File: config.mk
export PLATFORM = sky130hd
export DESIGN_NAME = gpanr_regs
export DESIGN_NICKNAME = d
export VERILOG_FILES = /design/src/gpanr_pkg.sv /design/src/gpanr_regs.sv /design/src/gpanr_sync.sv /design/src/gpanr_edge.sv
export SDC_FILE = /design/constraint.sdc
export NUM_CORES = 1
export LEC_CHECK = 0
export ABC_CLOCK_PERIOD_IN_PS = 4350
export BUFFER_PORTS_ARGS = -buffer_cell sky130_fd_sc_hd__buf_2
export CAP_MARGIN = 20
export CORE_MARGIN = 2
export CORE_UTILIZATION = 48
export CTS_CLUSTER_SIZE = 8
export DETAILED_ROUTE_END_ITERATION = 12
export GPL_ROUTABILITY_DRIVEN = 0
export GPL_TIMING_DRIVEN = 0
export PLACE_DENSITY_LB_ADDON = 0.3
export SLEW_MARGIN = 25
export SYNTH_ARGS = -nofsm -noshare
export SYNTH_HDL_FRONTEND = slang
export SYNTH_HIERARCHICAL = 1
export SYNTH_SLANG_ARGS = --single-unit
File: constraint.sdc
create_clock -name clock_i -period 4.35 [get_ports clock_i]
set_input_delay 0.87 -clock clock_i [delete_from_list [all_inputs] [get_ports clock_i]]
set_output_delay 0.87 -clock clock_i [all_outputs]
set_load 0.05 [all_outputs]
File: src/gpanr_pkg.sv
// Purpose: Shared constants for the gigabit negotiation register bank.
// Assumes: Registers are 16 bits wide at 5-bit management addresses.
// Notes:   Field positions and reset values are named here only.
package gpanr_pkg;

  localparam int unsigned ADDR_W = 5;
  localparam int unsigned DATA_W = 16;

  localparam logic [4:0] OFS_GIG_CTRL  = 5'h09;
  localparam logic [4:0] OFS_GIG_STAT  = 5'h0A;
  localparam logic [4:0] OFS_EXT_STAT  = 5'h0F;
  localparam logic [4:0] OFS_COP_CTRL  = 5'h10;
  localparam logic [4:0] OFS_HOST_CTRL = 5'h1C;

  localparam int unsigned B_MS_MANUAL  = 12;
  localparam int unsigned B_MS_VALUE   = 11;
  localparam int unsigned B_PORT_TYPE  = 10;
  localparam int unsigned B_ADV_FD     = 9;
  localparam int unsigned B_ADV_HD     = 8;
  localparam int unsigned B_MS_FAULT   = 15;
  localparam int unsigned B_MS_RES     = 14;
  localparam int unsigned B_LOC_RX_OK  = 13;
  localparam int unsigned B_REM_RX_OK  = 12;
  localparam int unsigned B_LP_FD      = 11;
  localparam int unsigned B_LP_HD      = 10;
  localparam int unsigned B_LINK_PULSE_OFF = 15;
  localparam int unsigned B_RSVD_HI    = 14;
  localparam int unsigned B_RSVD_LO    = 12;
  localparam int unsigned B_SW_RESET   = 1;
  localparam int unsigned B_AN_RESTART = 0;

  localparam logic [15:0] GIG_CTRL_RST = 16'h0300;
  localparam logic [3:0]  PEND_RST     = 4'h3;
  localparam logic [15:0] EXT_STAT_VAL = 16'h3000;
  localparam logic [2:0]  COP_RSVD_RST = 3'h3;
  localparam logic [15:0] ZERO16       = 16'h0000;
  localparam logic [7:0]  CNT_MAX      = 8'hFF;

endpackage : gpanr_pkg

File: src/gpanr_regs.sv
// Behaviour
// [RQ1] Manual mode: control bit 11 forces MASTER when one, SLAVE when zero.
// [RQ2] Control bit 12 set selects manual role, clear selects automatic role.
// [RQ3] Control bits 11..8 wait for reset, restart, power-up or link loss.
// [RQ4] Control bit 10 is the automatic role preference, unused in manual.
// [RQ5] Control bits 9 and 8 advertise gigabit full, half duplex; reset one.
// [RQ6] Status bit 15 latches a role fault and clears when status is read.
// [RQ7] Status bit 14 shows the resolved role, one for MASTER.
// [RQ8] Status bits 13 and 12 show local and remote receiver health.
// [RQ9] Status bits 11 and 10 show partner gigabit full and half duplex.
// [RQ10] Status bits 7..0 count idle errors since the last read; reads clear.
// [RQ11] The idle error count stops at all ones and never wraps.
// [RQ12] Extended status reads zeros in bits 15,14 and ones in 13,12.
// [RQ13] Copper bit 15 stops link pulses; both resets clear it.
// [RQ14] Software writes only binary three into copper bits 14..12.
// [RQ15] Leaving power down performs a software reset and negotiation restart.
// [RQ16] The fault bit stays set after the fault ends until status is read; software reset and power-up also clear it.
//
// Purpose: Gigabit negotiation and copper control register bank.
// Assumes: Link-side status arrives on pins; events pass two flip-flops.
// Notes:   Read data stand one cycle after the read strobe.
`timescale 1ns/1ps
module gpanr_regs (
  // Clock and reset.
  input  wire logic                        clock_i,
  input  wire logic                        rst_b_i,
  // Register port.
  input  wire logic [gpanr_pkg::ADDR_W-1:0] addr_i,
  input  wire logic [gpanr_pkg::DATA_W-1:0] wdata_i,
  input  wire logic                        wr_i,
  input  wire logic                        rd_i,
  output logic      [gpanr_pkg::DATA_W-1:0] rdata_o,
  // Link-side status pins.
  input  wire logic                        power_down_i,
  input  wire logic                        link_up_i,
  input  wire logic                        ms_fault_i,
  input  wire logic                        ms_resolved_i,
  input  wire logic                        loc_rx_ok_i,
  input  wire logic                        rem_rx_ok_i,
  input  wire logic                        lp_fd_i,
  input  wire logic                        lp_hd_i,
  input  wire logic                        idle_err_i,
  // Applied configuration.
  output logic                             ms_manual_o,
  output logic                             ms_value_o,
  output logic                             port_type_o,
  output logic                             adv_fd_o,
  output logic                             adv_hd_o,
  output logic                             link_pulse_off_o,
  output logic                             sw_reset_o,
  output logic                             an_restart_o
);
  import gpanr_pkg::*;

  localparam int unsigned NSYNC = 9;

  if (DATA_W != $bits(EXT_STAT_VAL))
  begin : g_bad_data_w
    $error("Register words must match the status constants.");
  end

  if (ADDR_W != $bits(OFS_GIG_CTRL))
  begin : g_bad_addr_w
    $error("Register addresses must match the offset constants.");
  end

  typedef struct packed {
    logic        ms_manual;
    logic [3:0]  pend;
    logic [3:0]  act;
    logic        fault;
    logic [7:0]  idle_cnt;
    logic        pulse_off;
    logic [2:0]  rsvd;
    logic [15:0] rdata;
    logic        sw_reset;
    logic        an_restart;
  } gpanr_regs_st_t;

  gpanr_regs_st_t st_ff;
  gpanr_regs_st_t nxt_st;

  logic [NSYNC-1:0] pin_s;
  logic             pd_fall;
  logic             link_fall;
  logic             err_rise;

  function automatic logic [7:0] sat_inc(input logic [7:0] v);
    sat_inc = (v == CNT_MAX) ? CNT_MAX : v + 8'h01;
  endfunction : sat_inc

  gpanr_sync #(.W(NSYNC)) u_sync (
    .clock_i (clock_i),
    .rst_b_i (rst_b_i),
    .async_i ({idle_err_i, lp_hd_i, lp_fd_i, rem_rx_ok_i, loc_rx_ok_i,
               ms_resolved_i, ms_fault_i, link_up_i, power_down_i}),
    .sync_o  (pin_s)
  );

  gpanr_edge u_pd_edge (
    .clock_i (clock_i),
    .rst_b_i (rst_b_i),
    .level_i (pin_s[0]),
    .rise_o  (),
    .fall_o  (pd_fall)
  );

  gpanr_edge u_link_edge (
    .clock_i (clock_i),
    .rst_b_i (rst_b_i),
    .level_i (pin_s[1]),
    .rise_o  (),
    .fall_o  (link_fall)
  );

  gpanr_edge u_err_edge (
    .clock_i (clock_i),
    .rst_b_i (rst_b_i),
    .level_i (pin_s[8]),
    .rise_o  (err_rise),
    .fall_o  ()
  );

  logic rd_stat;
  logic wr_gig;
  logic wr_cop;
  logic wr_host;
  logic apply;
  logic soft_rst;

  always_comb
  begin
    rd_stat  = rd_i && (addr_i == OFS_GIG_STAT);
    wr_gig   = wr_i && (addr_i == OFS_GIG_CTRL);
    wr_cop   = wr_i && (addr_i == OFS_COP_CTRL);
    wr_host  = wr_i && (addr_i == OFS_HOST_CTRL);
    soft_rst = wr_host && wdata_i[B_SW_RESET];
    nxt_st   = st_ff;
    nxt_st.sw_reset   = soft_rst || pd_fall;                   // [RQ15]
    nxt_st.an_restart = (wr_host && wdata_i[B_AN_RESTART])
                        || pd_fall;                            // [RQ15]
    apply = nxt_st.sw_reset || nxt_st.an_restart || link_fall; // [RQ3]
    if (wr_gig)
    begin
      nxt_st.ms_manual = wdata_i[B_MS_MANUAL];                    // [RQ2]
      nxt_st.pend = wdata_i[B_MS_VALUE:B_ADV_HD];                 // [RQ3]
    end
    if (apply)
    begin
      nxt_st.act = nxt_st.pend;                                   // [RQ3]
    end
    if (wr_cop)
    begin
      nxt_st.pulse_off = wdata_i[B_LINK_PULSE_OFF];               // [RQ13]
      nxt_st.rsvd = wdata_i[B_RSVD_HI:B_RSVD_LO];                 // [RQ14]
    end
    if (soft_rst || pd_fall)
    begin
      nxt_st.pulse_off = 1'b0;                                    // [RQ13]
      nxt_st.fault = 1'b0;
      nxt_st.idle_cnt = 8'h00;
    end
    if (rd_stat)
    begin
      nxt_st.fault = 1'b0;                                        // [RQ6]
      nxt_st.idle_cnt = 8'h00;                                    // [RQ10]
    end
    if (pin_s[2])
    begin
      nxt_st.fault = 1'b1;                                        // [RQ16]
    end
    if (err_rise)
    begin
      nxt_st.idle_cnt = sat_inc(nxt_st.idle_cnt);                 // [RQ11]
    end
    nxt_st.rdata = ZERO16;
    if (rd_i)
    begin
      case (addr_i)
        OFS_GIG_CTRL:
          nxt_st.rdata = {3'h0, st_ff.ms_manual, st_ff.pend, 8'h00};
        OFS_GIG_STAT:
          nxt_st.rdata = {st_ff.fault, pin_s[3],     // [RQ7]
                          pin_s[4], pin_s[5],        // [RQ8]
                          pin_s[6], pin_s[7], 2'h0,  // [RQ9]
                          st_ff.idle_cnt};           // [RQ10]
        OFS_EXT_STAT:
          nxt_st.rdata = EXT_STAT_VAL;                             // [RQ12]
        OFS_COP_CTRL:
          nxt_st.rdata = {st_ff.pulse_off, st_ff.rsvd, 12'h000};
        default:
          nxt_st.rdata = ZERO16;
      endcase
    end
  end

  always_ff @(posedge clock_i)
  begin
    if (!rst_b_i)
    begin
      st_ff <= '{ms_manual: 1'b0, pend: PEND_RST, act: PEND_RST,  // [RQ5]
                 fault: 1'b0, idle_cnt: 8'h00, pulse_off: 1'b0,
                 rsvd: COP_RSVD_RST, rdata: ZERO16, sw_reset: 1'b0,
                 an_restart: 1'b0};
    end
    else
    begin
      st_ff <= nxt_st;
    end
  end

  assign rdata_o          = st_ff.rdata;
  assign ms_manual_o      = st_ff.ms_manual;                       // [RQ2]
  assign ms_value_o       = st_ff.act[3];                          // [RQ1]
  assign port_type_o      = st_ff.act[2];                          // [RQ4]
  assign adv_fd_o         = st_ff.act[1];                          // [RQ5]
  assign adv_hd_o         = st_ff.act[0];                          // [RQ5]
  assign link_pulse_off_o = st_ff.pulse_off;                       // [RQ13]
  assign sw_reset_o       = st_ff.sw_reset;
  assign an_restart_o     = st_ff.an_restart;
endmodule : gpanr_regs

File: src/gpanr_sync.sv
// Purpose: Two-stage synchroniser for a bundle of pin levels.
// Assumes: Inputs are asynchronous levels.
// Notes:   The first stage feeds only the second stage.
`timescale 1ns/1ps
module gpanr_sync #(
  parameter int unsigned W = 8
) (
  // Clock and reset.
  input  wire logic         clock_i,
  input  wire logic         rst_b_i,
  // Levels.
  input  wire logic [W-1:0] async_i,
  output logic      [W-1:0] sync_o
);
  typedef struct packed {
    logic [W-1:0] meta;
    logic [W-1:0] sync;
  } gpanr_sync_st_t;

  gpanr_sync_st_t st_ff;
  gpanr_sync_st_t nxt_st;

  if (W < 1)
  begin : g_bad_width
    $error("Width must be at least one.");
  end

  always_comb
  begin
    nxt_st.meta = async_i;
    nxt_st.sync = st_ff.meta;
  end

  always_ff @(posedge clock_i)
  begin
    if (!rst_b_i)
    begin
      st_ff <= '0;
    end
    else
    begin
      st_ff <= nxt_st;
    end
  end

  assign sync_o = st_ff.sync;
endmodule : gpanr_sync

File: src/gpanr_edge.sv
// Purpose: Rising and falling edge pulses of a synchronised level.
// Assumes: Input is already in the clock domain.
// Notes:   Pulses last one cycle.
`timescale 1ns/1ps
module gpanr_edge (
  // Clock and reset.
  input  wire logic clock_i,
  input  wire logic rst_b_i,
  // Level and pulses.
  input  wire logic level_i,
  output logic      rise_o,
  output logic      fall_o
);
  typedef struct packed {
    logic prev;
  } gpanr_edge_st_t;

  gpanr_edge_st_t st_ff;
  gpanr_edge_st_t nxt_st;

  always_comb
  begin
    nxt_st.prev = level_i;
  end

  always_ff @(posedge clock_i)
  begin
    if (!rst_b_i)
    begin
      st_ff <= '0;
    end
    else
    begin
      st_ff <= nxt_st;
    end
  end

  assign rise_o = level_i & ~st_ff.prev;
  assign fall_o = ~level_i & st_ff.prev;
endmodule : gpanr_edge

# After elaboration in Yosys (flattened, before gate mapping)
# Index checks and enable logic that the tools add are counted.
# op_classes
add_sub_neg,1
eq_ne,6
reduce_logical,13
n_bitwise,7
muxes,8
# ops
op,n
case mux 16 bit (4 select lines),1
2-to-1 mux 8 bit,2
== test 5 x 4 -> 1 bit (second input constant),3
== test 5 bit (second input constant),2
2-to-1 mux 10 bit,1
2-to-1 mux 9 bit,1
adder 8 x 1 -> 8 bit (second input constant),1
== test 8 bit (second input constant),1
2-to-1 mux 4 bit,2
logical AND 1 bit,6
logical OR 1 bit,4
NOT 1 bit,4
bitwise AND 1 bit,3
nonzero test 3 bit,1
AND reduction 2 bit,1
OR reduction 2 bit,1
2-to-1 mux 1 bit,1
# word_totals
reg_bits,61
word_cells,50
inputBits,34
output_inout_bits,24

# Logic depth before layout (Yosys ltp)
# Gate-level depths: netlist of run 1.
# logic_depth
word_depth,9
depth_mapped,9

# Hierarchy
# The synthesis of run 1 kept the hierarchy.
# modules_own_cells
module,area_each_um2,cells_per_inst,instances
gpanr_regs,1750.4,185,1
gpanr_sync,501.7,37,1
gpanr_edge,38.8,4,3

# Least setup slack after synthesis of run 1
# Ideal clock, no wire load.
# synth_timing
path_type,in2reg
start,in addr_i[2] (netlist bit)
end,reg st_ff[23] (netlist bit)
setup_time_ns,0.069
arrival_time_ns,2.675
stages,9
setup_slack_ns,1.606
n_path_buf,1
required_ns,4.281
path_cell_list,buf_2 -> and4b_1 -> a31oi_4 -> and3_1 -> ha_1 -> nand4_1 -> or3_1 -> a21boi_0 -> o21ai_1
# synth_between
elab_chain_cells,9
word_cells_on_any_way,12
# synth_lines
element,line,rtl
"start, declared",gpanr_regs.sv:28,"input wire logic [gpanr_pkg::ADDR_W-1:0] addr_i,"
== test 5 bit,gpanr_regs.sv:136,wr_host = wr_i && (addr_i == OFS_HOST_CTRL);
logical AND 1 bit,gpanr_regs.sv:136,
logical AND 1 bit,gpanr_regs.sv:137,soft_rst = wr_host && wdata_i[B_SW_RESET];
logical OR 1 bit,gpanr_regs.sv:157,if (soft_rst || pd_fall)
2-to-1 mux 10 bit,gpanr_regs.sv:157,
2-to-1 mux 9 bit *,gpanr_regs.sv:163,if (rd_stat)
adder 8 x 1 -> 8 bit or == test 8 bit (tied branches),gpanr_regs.sv:89,sat_inc = (v == CNT_MAX) ? CNT_MAX : v + 8'h01;
2-to-1 mux 8 bit,gpanr_regs.sv:89,
2-to-1 mux 8 bit *,gpanr_regs.sv:172,if (err_rise)
"end signal, assigned",gpanr_regs.sv:201,"st_ff <= '{ms_manual: 1'b0, pend: PEND_RST, act: PEND_RST,"
"end signal, assigned",gpanr_regs.sv:208,st_ff <= nxt_st;
"end, declared",gpanr_regs.sv:80,gpanr_regs_st_t st_ff;
# Mark *: on every way between the ends. The rest lies on a longest branch, timed or not. The select of a mux whose other input is x is not followed.
# A chain may end at the register's enable or synchronous reset.

# Worst setup path in the final report of run 1
# layout_timing
start,in addr_i[0] (netlist bit)
end,reg st_ff[23] (netlist bit)
# Same word-level chain as after synthesis.

==> results of run 1 <==
[critical path, stage by stage]
cell	delay, ps
buf_2	160
and4b_1	270
a31oi_4	270
and3_1	250
ha_1	230
nand4_1	190
or3_1	450
a21boi_0	150
o21ai_1	120
[path summary, 6_finish.rpt]
path | from | endpoint | slack (ps)
max | addr_i[0] | st_ff[23] | 1640
min | u_sync/nxt_st[6] | u_sync/sync_o[6] | 440
max reg2reg | u_pd_edge/st_ff | st_ff[23] | 2180
min reg2reg | u_sync/nxt_st[6] | u_sync/sync_o[6] | 440
[per-layer routing]
| layer | up-vias | GRT usage, % | part of all wire [%] |
|---|---|---|---|
| met5 | - | 0 | 0 |
| met4 | 0 | 7.879 | 0.93 |
| met3 | 4 | 6.640 | 6.7 |
| met2 | 57 | 25.10 | 43 |
| met1 | 774 | 22.03 | 49 |
| li1 | 908 | - | - |
[power by group]
part	switching [mW]	internal [mW]	total, mW
logic	0.0371	0.0266	0.0637
clock network	0.203	0.290	0.494
registers	0.00395	0.571	0.575
total	0.245	0.887	1.13
[final cells by class]
cell class / count / area (µm²)
buffer: 22 / 152.6
clock buffer: 11 / 151.4
clock inverter: 4 / 47.55
fill: 417 / 1841
inverter: 1 / 3.754
multi-input combinational: 147 / 972.2
sequential: 61 / 1221
tap: 67 / 83.83
timing repair buffer: 50 / 250.2
[flip-flops by register name (all words and copies together) (netlist names)]
name and flops:
link_pulse_off_o 1, u_sync/sync_o 9, adv_hd_o 1, an_restart_o 1, u_err_edge/st_ff 1, u_link_edge/st_ff 1
port_type_o 1, st_ff 16, adv_fd_o 1, u_sync/nxt_st 9, ms_value_o 1, sw_reset_o 1
ms_manual_o 1, rdata_o 16, u_pd_edge/st_ff 1
[per-stage QoR]
stage                     cells  hold WS (ps)
after global routing        363         461.3
final                       363         440.9
after CTS                   363         445.8
after floorplan             231         421.4
after global placement      348         427.8
after detailed placement    348         431.8
==> flow_summary_export.csv, run 1 <==
group,metric,value,unit
floorplan,die_x,73.97,µm
routing,vias_per_cell,4.802,
clock_network,htree_num_levels,3,
clock_network,root_buffer,"clkbuf_8",
timing,rsz0062_at_grt,"no",
worst_setup_path,arrival,2980,ps
clock_network,cts_tree,"yes",
cells_and_area,area_growth,22.68,%
timing,fmaxAchievable,368.4,MHz
synth,synthCells,231,
clock_network,post_cts_resized,0,
global_route,grt_antenna_before_repair,0,
floorplan,rows,25,
routing,drc,0,
placed_design,dpl_cell_area,2684,µm²
power,power,1.132,mW
synth,synth_nets,266,
global_route,grt_use_total,17.02,%
clock_network,clockBufferDepth,2,
worst_setup_path,required,4610,ps
routing,wire_per_inst,11.79,µm
clock_network,cts.clk_slew.worst_paths,60,ps
cells_and_area,final_common_cell,"dfxtp_1",
worst_setup_path,crit_path_start_kind,"primary input",
placed_design,pre_cts_slack,1300,ps
cells_and_area,num-nets-final,327,
routing,wirelength,4280,µm
power,max-vdd-ir-drop,0.2428,mV
floorplan,num_io_pins,58,
worst_setup_path,worst-path-max-fanout,9,
run_status,outcome,"finished clean",
global_route,grt_pass1_wl,6900,µm
floorplan,dieArea,5471,µm²
routing,routed-via-count,1743,
timing,fin_tns_setup,0,ps
global_route,grt.overflow.total,0,
worst_setup_path,critPathKind,"in -> reg",
power,p_leak,1.239,nW
clock_network,cts_sinks,61,
placed_design,port_buffers,50,
worst_setup_path,critPathCaptureType,"flop",
timing,maxSlewHeadroom,59.68,%
timing,slew_violations,0,
routing,antenna_left,0,
timing,setup_viol,0,
timing,worst-slew-pin-transition,595.4,ps
clock_network,postCtsHoldBufs,0,
global_route,grt_max_degree,14,
clock_network,clk-insertion-delay-late,330,ps
cells_and_area,drive_above_1_share,35.14,%
timing,fin_crit,2714,ps
clock_network,post_cts_buffers,0,
timing,skew,9.885,ps
cells_and_area,stdcell_area,2883,µm²
worst_setup_path,rr_worst_depth,8,
clock_network,cts_made_buffers,9,
floorplan,fp.dieH,73.97,µm
placed_design,hpwl,3098,µm
synth,yosys_warnings,6,
synth,syn_area_per_cell,10.17,µm²
floorplan,start_util,49.75,%
timing,final_hold_viol_count,0,
cells_and_area,final_util,61.03,%
timing,fin_ws,1636,ps
synth,netlist_area,2350,µm²
power,power_density,392.7,nW/µm²
flow_run,maxCapViolCount,0,
floorplan,core,4723,µm²
global_route,grt_pass1_vias,1526,
timing,timing.final.crit_share,62.40,%
routing,detail_route.iter0.violations,90,
routing,dr.pass1.iters,4,
cells_and_area,antenna_cells,0,
min_path,min_path_cells,1,
cells_and_area,final_cell_mix,"dfxtp_1 (61), buf_2 (52), nand2_1 (17)",
min_path,hold_class,"reg -> reg",
Note: power is estimated with default switching activity, not from simulation.
==> run 2, diff against run 1 <==
- ABC_AREA: default -> 1
- ABC_CLOCK_PERIOD_IN_PS: 4350 -> 2300
- clock period: 4.35 -> 2.3 ns (I/O delays scaled with it)
==> flow_summary_export.csv, run 2 <==
group,metric,value,unit
worst_setup_path,cp_slowest_cell,"nor3_2",
placed_design,dpl_cell_area,2815,µm²
placed_design,hpwl,3565,µm
cells_and_area,antenna_cells,0,
global_route,use_met2,28.74,%
floorplan,core,5042,µm²
worst_setup_path,critPathCaptureType,"flop",
placed_design,port_buffers,51,
timing,skew,6.842,ps
worst_setup_path,rr_worst_depth,9,
power,p_clk_share,41.6,%
cells_and_area,final_common_cell,"nand2_1",
cells_and_area,drive_above_1_share,26.18,%
power,p_seq_share,51.5,%
power,power_density,708.8,nW/µm²
clock_network,htree_num_levels,3,
timing,slew_violations,0,
global_route,grt_pass1_wl,7852,µm
floorplan,fp.dieH,75.77,µm
global_route,use_met3,6.085,%
power,p_leak,1.570,nW
clock_network,postCtsHoldBufs,0,
timing,fin_crit,1928,ps
clock_network,clockBufferDepth,2,
worst_setup_path,arrival,2180,ps
power,power.switching,0.4715,mW
cells_and_area,area_growth,21.15,%
floorplan,die_x,75.77,µm
floorplan,dieArea,5741,µm²
worst_setup_path,path_cells,"buf_2 > inv_2 > nand2_2 > nor2_2 > nand3_2 > buf_6 > inv_1 > nor3_2 > ha_1 > nand4_1 > nor2_2 > nand4_2 > a21oi_1",
worst_setup_path,path_depth,13,
synth,netlist_area,2472,µm²
global_route,grt_util_met1,23.91,%
worst_setup_path,required,2550,ps
cells_and_area,fillers,481,
timing,final_hold_viol_count,0,
timing,fin_ws,371.9,ps
power,power,2.123,mW
timing,fin_tns_setup,0,ps
cells_and_area,stdcell_area,2995,µm²
cells_and_area,num-nets-final,414,
routing,wirelength,4785,µm
power,pwr-share-comb,6.9,%
synth,synthCells,317,
clock_network,post_cts_buffers,0,
synth,synth_nets,352,
cells_and_area,stdcell_count,452,
timing,timing.final.crit_share,83.83,%
timing,holdWs,305.1,ps
global_route,grt_max_degree,11,
timing,setup_viol,0,
routing,routed-via-count,2032,
power,intPower,1.651,mW
cells_and_area,multi_input_area,882.1,µm²
worst_setup_path,path_common_cell,"nor2_2",
power,max-vdd-ir-drop,0.5058,mV
routing,detail_route.iter0.violations,97,
cells_and_area,final_util,59.40,%
clock_network,clk-insertion-delay-late,330,ps
timing,fmaxAchievable,518.6,MHz
worst_setup_path,crit_buf_inv,4,
worst_setup_path,critPathKind,"in -> reg",
clock_network,post_cts_resized,0,
flow_run,maxCapViolCount,0,
floorplan,start_util,49.03,%
synth,syn_area_per_cell,7.799,µm²
timing,maxSlewHeadroom,70.06,%
worst_setup_path,crit_path_start_kind,"primary input",
clock_network,cts_made_buffers,9,
global_route,grt.overflow.total,0,
cells_and_area,final_cell_mix,"nand2_1 (77), dfxtp_1 (61), buf_2 (51)",
min_path,min_path_cells,3,
global_route,grt_use_total,18.66,%
min_path,hold_class,"in -> reg",
worst_setup_path,critPathTopFamily,"simple AND/OR/NAND/NOR gates",
routing,wire_per_inst,10.59,µm
global_route,grt-busiest-layer,"met2",
clock_network,cts.clk_slew.worst_paths,60,ps
routing,vias_per_cell,4.496,
placed_design,pre_cts_slack,44.63,ps
worst_setup_path,crit_path_max_incr_delay,230,ps
routing,antenna_left,0,
timing,worst-slew-pin-transition,449.1,ps
synth,yosys_warnings,6,
worst_setup_path,worst-path-max-fanout,10,
routing,dr.pass1.iters,4,
clock_network,cts_tree,"yes",
run_status,outcome,"finished clean",
clock_network,root_buffer,"clkbuf_8",
power,switching_share,22.21,%
floorplan,rows,26,
routing,drc,0,
placed_design,dpl.cell_count,438,
global_route,grt_antenna_before_repair,0,
global_route,grt_pass1_vias,1758,
floorplan,num_io_pins,58,
cells_and_area,seqCellArea,1221,µm²
clock_network,cts_sinks,61,
timing,rsz0062_at_grt,"no",
run 2: metal layers:
| metal | vias to the layer above | wire [µm] | share of wire (%) |
|---|---|---|---|
| met5 | - | 0 | 0 |
| met4 | 0 | 43 | 0.90 |
| met3 | 4 | 325 | 6.8 |
| met2 | 64 | 2127 | 44 |
| met1 | 876 | 2288 | 48 |
| li1 | 1088 | - | - |
run 2: final timing paths:
kind         slack [ps]             start                to
max                 370         addr_i[2]         st_ff[22]
min                 310           lp_hd_i  u_sync/nxt_st[7]
max reg2reg         390  u_sync/sync_o[0]         st_ff[22]
min reg2reg         420  u_sync/nxt_st[8]  u_sync/sync_o[8]
run 2: final cells by class:
cell class                 instances  share of cell area, %
sequential                        61                  40.77
multi-input combinational        182                  29.45
timing repair buffer              51                  8.521
inverter                          52                  6.516
buffer                            22                  5.806
clock buffer                      12                  4.845
tap                               70                  2.924
clock inverter                     2                  1.170
run 2: power by group through the flow:
stage               Sequential [mW]  Clock (mW)  Combinational, mW
floorplan                      1.13           0             0.0765
global placement               1.12           0              0.145
detailed placement             1.12           0              0.147
CTS                            1.09       0.907              0.147
global route                   1.09       0.955              0.165
finish                         1.09       0.883              0.147
run 2: worst min-delay path, cell delays in order:
cell     delay [ps]
buf_2            70
nand2_1          40
inv_1            40
==> run 3, diff against run 2 <==
- ABC_AREA: 1 -> 0
- ABC_CLOCK_PERIOD_IN_PS: 2300 -> 1900
- clock period: 2.3 -> 1.9 ns (I/O delays scaled with it)
==> flow_summary_export.csv, run 3 (synthesized netlist as in run 1, its figures left out) <==
group,metric,value,unit
run_status,outcome,"finished clean",
cells_and_area,fillers,403,
timing,final_hold_viol_count,0,
power,power_density,945.9,nW/µm²
timing,fin_ws,34.49,ps
timing,skew,7.718,ps
placed_design,pre_cts_slack,-501.4,ps
worst_setup_path,critPathKind,"in -> reg",
cells_and_area,drive_above_1_share,38.67,%
global_route,grt_pass1_vias,1630,
power,p_leak,1.273,nW
cells_and_area,final_util,63.79,%
floorplan,core,4723,µm²
routing,detail_route.iter0.violations,95,
timing,setup_viol,0,
cells_and_area,final_common_cell,"dfxtp_1",
routing,antenna_left,0,
clock_network,cts.clk_slew.worst_paths,60,ps
clock_network,postCtsHoldBufs,0,
timing,rsz0062_at_grt,"yes",
global_route,grt_max_degree,14,
floorplan,rows,25,
routing,wire_per_inst,12.51,µm
cells_and_area,final_cell_mix,"dfxtp_1 (60), buf_2 (50), buf_4 (19)",
routing,routed-via-count,1812,
clock_network,clk-insertion-delay-late,330,ps
cells_and_area,num-nets-final,330,
power,power.switching,0.5690,mW
floorplan,num_io_pins,58,
worst_setup_path,critPathCaptureType,"flop",
timing,timing.final.crit_share,98.18,%
global_route,grt.overflow.total,0,
clock_network,clockBufferDepth,2,
power,max-vdd-ir-drop,0.5818,mV
worst_setup_path,crit_path_start_kind,"primary input",
clock_network,cts_sinks,61,
worst_setup_path,required,2160,ps
worst_setup_path,rrSetupSlack,50,ps
global_route,grt_use_total,18.13,%
placed_design,port_buffers,50,
power,p_clk_share,48.3,%
routing,vias_per_cell,4.937,
clock_network,cts_tree,"yes",
min_path,hold_class,"in -> reg",
worst_setup_path,cp_slowest_cell,"or3_4",
worst_setup_path,r2r_start,"u_pd_edge/st_ff",
worst_setup_path,rr_worst_depth,8,
cells_and_area,antenna_cells,0,
routing,drc,0,
worst_setup_path,crit_path_max_incr_delay,420,ps
floorplan,dieArea,5471,µm²
placed_design,hpwl,3137,µm
worst_setup_path,worst-path-max-fanout,7,
clock_network,cts_made_buffers,9,
power,intPower,2.281,mW
routing,wirelength,4590,µm
timing,fin_crit,1866,ps
min_path,min_path_cells,2,
power,switching_share,19.97,%
global_route,grt_antenna_before_repair,0,
floorplan,die_x,73.97,µm
power,pwr-share-comb,5.5,%
floorplan,fp.dieH,73.97,µm
power,p_seq_share,46.2,%
global_route,grt_pass1_wl,7410,µm
cells_and_area,area_growth,28.22,%
worst_setup_path,worst_r2r_endpoint,"st_ff[23]",
worst_setup_path,arrival,2120,ps
timing,worst-slew-pin-transition,649.9,ps
flow_run,maxCapViolCount,0,
routing,dr.pass1.iters,4,
min_path,hold_end,"u_sync/nxt_st[4]",
timing,slew_violations,0,
worst_setup_path,path_cells,"buf_2 > and4b_2 > a31oi_4 > and3_4 > ha_4 > nand4_1 > or3_4 > a21boi_1 > o21ai_1",
floorplan,start_util,49.75,%
min_path,min_from,"loc_rx_ok_i",
timing,maxSlewHeadroom,56.31,%
clock_network,root_buffer,"clkbuf_8",
timing,fmaxAchievable,536.0,MHz
clock_network,htree_num_levels,3,
-- run 3: cell count changes in the layout (fill, tap and decap cells not counted), moves of 6 or more --
cell     previous run  this run
nor2b_1             0        10
and2_1              1        15
o21ai_0             9         3
nor2_2              6         0
nor2_1             28         8
a21oi_1            16         8
inv_1              50         1
nand2_1            77        17
mux2i_1             0         7
and2_2              0        14
-- run 3: how the worst max path moves through the flow --
stage,start,end,depth (start not counted)
final,wr_i,st_ff[23],9
after global placement,addr_i[0],st_ff[23],9
after global routing,u_pd_edge/st_ff,st_ff[23],8
after CTS,u_pd_edge/st_ff,st_ff[23],8
after detailed placement,addr_i[0],st_ff[23],9
after floorplan,addr_i[2],st_ff[23],9
-- run 3: layer usage --
layer  track usage, %  vias to the layer above  share of wire (%)
met5                0                        -                  0
li1                 -                      909                  -
met2            27.88                       63                 46
met3            5.285                        8                5.8
met4            11.31                        0                1.7
met1            22.39                      832                 46
-- run 3: area by class of cell --
class,instances,area (µm²),area share (%)
Sequential cell,61,1222,40.57
Multi-Input combinational cell,147,1021,33.89
Timing Repair Buffer,53,279.0,9.261
Buffer,22,162.7,5.399
Clock buffer,12,145.1,4.817
Clock inverter,4,95.09,3.156
Tap cell,67,83.83,2.782
Inverter,1,3.754,0.1246
-- run 3: repair_timing --
action / CTS / global route
setup endpoints to repair: 4 / 2
buffers inserted: 2 / 1
gates resized for setup: 2 / 4
pin swaps: 2 / 4
-- run 3: power groups by stage --
stage | sequential, mW | clock [mW] | combinational [mW]
2_1_floorplan | 1.35 | 0 | 0.0788
3_3_place_gp | 1.34 | 0 | 0.149
3_5_place_dp | 1.34 | 0 | 0.152
4_1_cts | 1.32 | 1.40 | 0.154
5_1_grt | 1.32 | 1.47 | 0.171
6_report | 1.32 | 1.38 | 0.156
-- run 3: metrics by stage --
step           instance area [µm²]  cells  hold WS (ps)  setup TNS, ps  power, mW
2_1_floorplan                 2400    231         421.4         -699.9      1.433
3_3_place_gp                  2734    348         427.5          -2621      1.493
3_5_place_dp                  2734    348         430.9          -2566      1.496
4_1_cts                       2993    366         234.7              0      2.874
5_1_grt                       3013    367         248.6         -13.87      2.954
6_report                      3013    367         253.8              0      2.850
-- run 3: worst max-delay path, delay by kind of cell --
family                   cells  cell delay [ps]
AND/OR/NAND/NOR              4             1020
AO/OA/AOI/OAI                3              430
buffers and inverters        1              140
adder cells (fa/ha/maj)      1              140
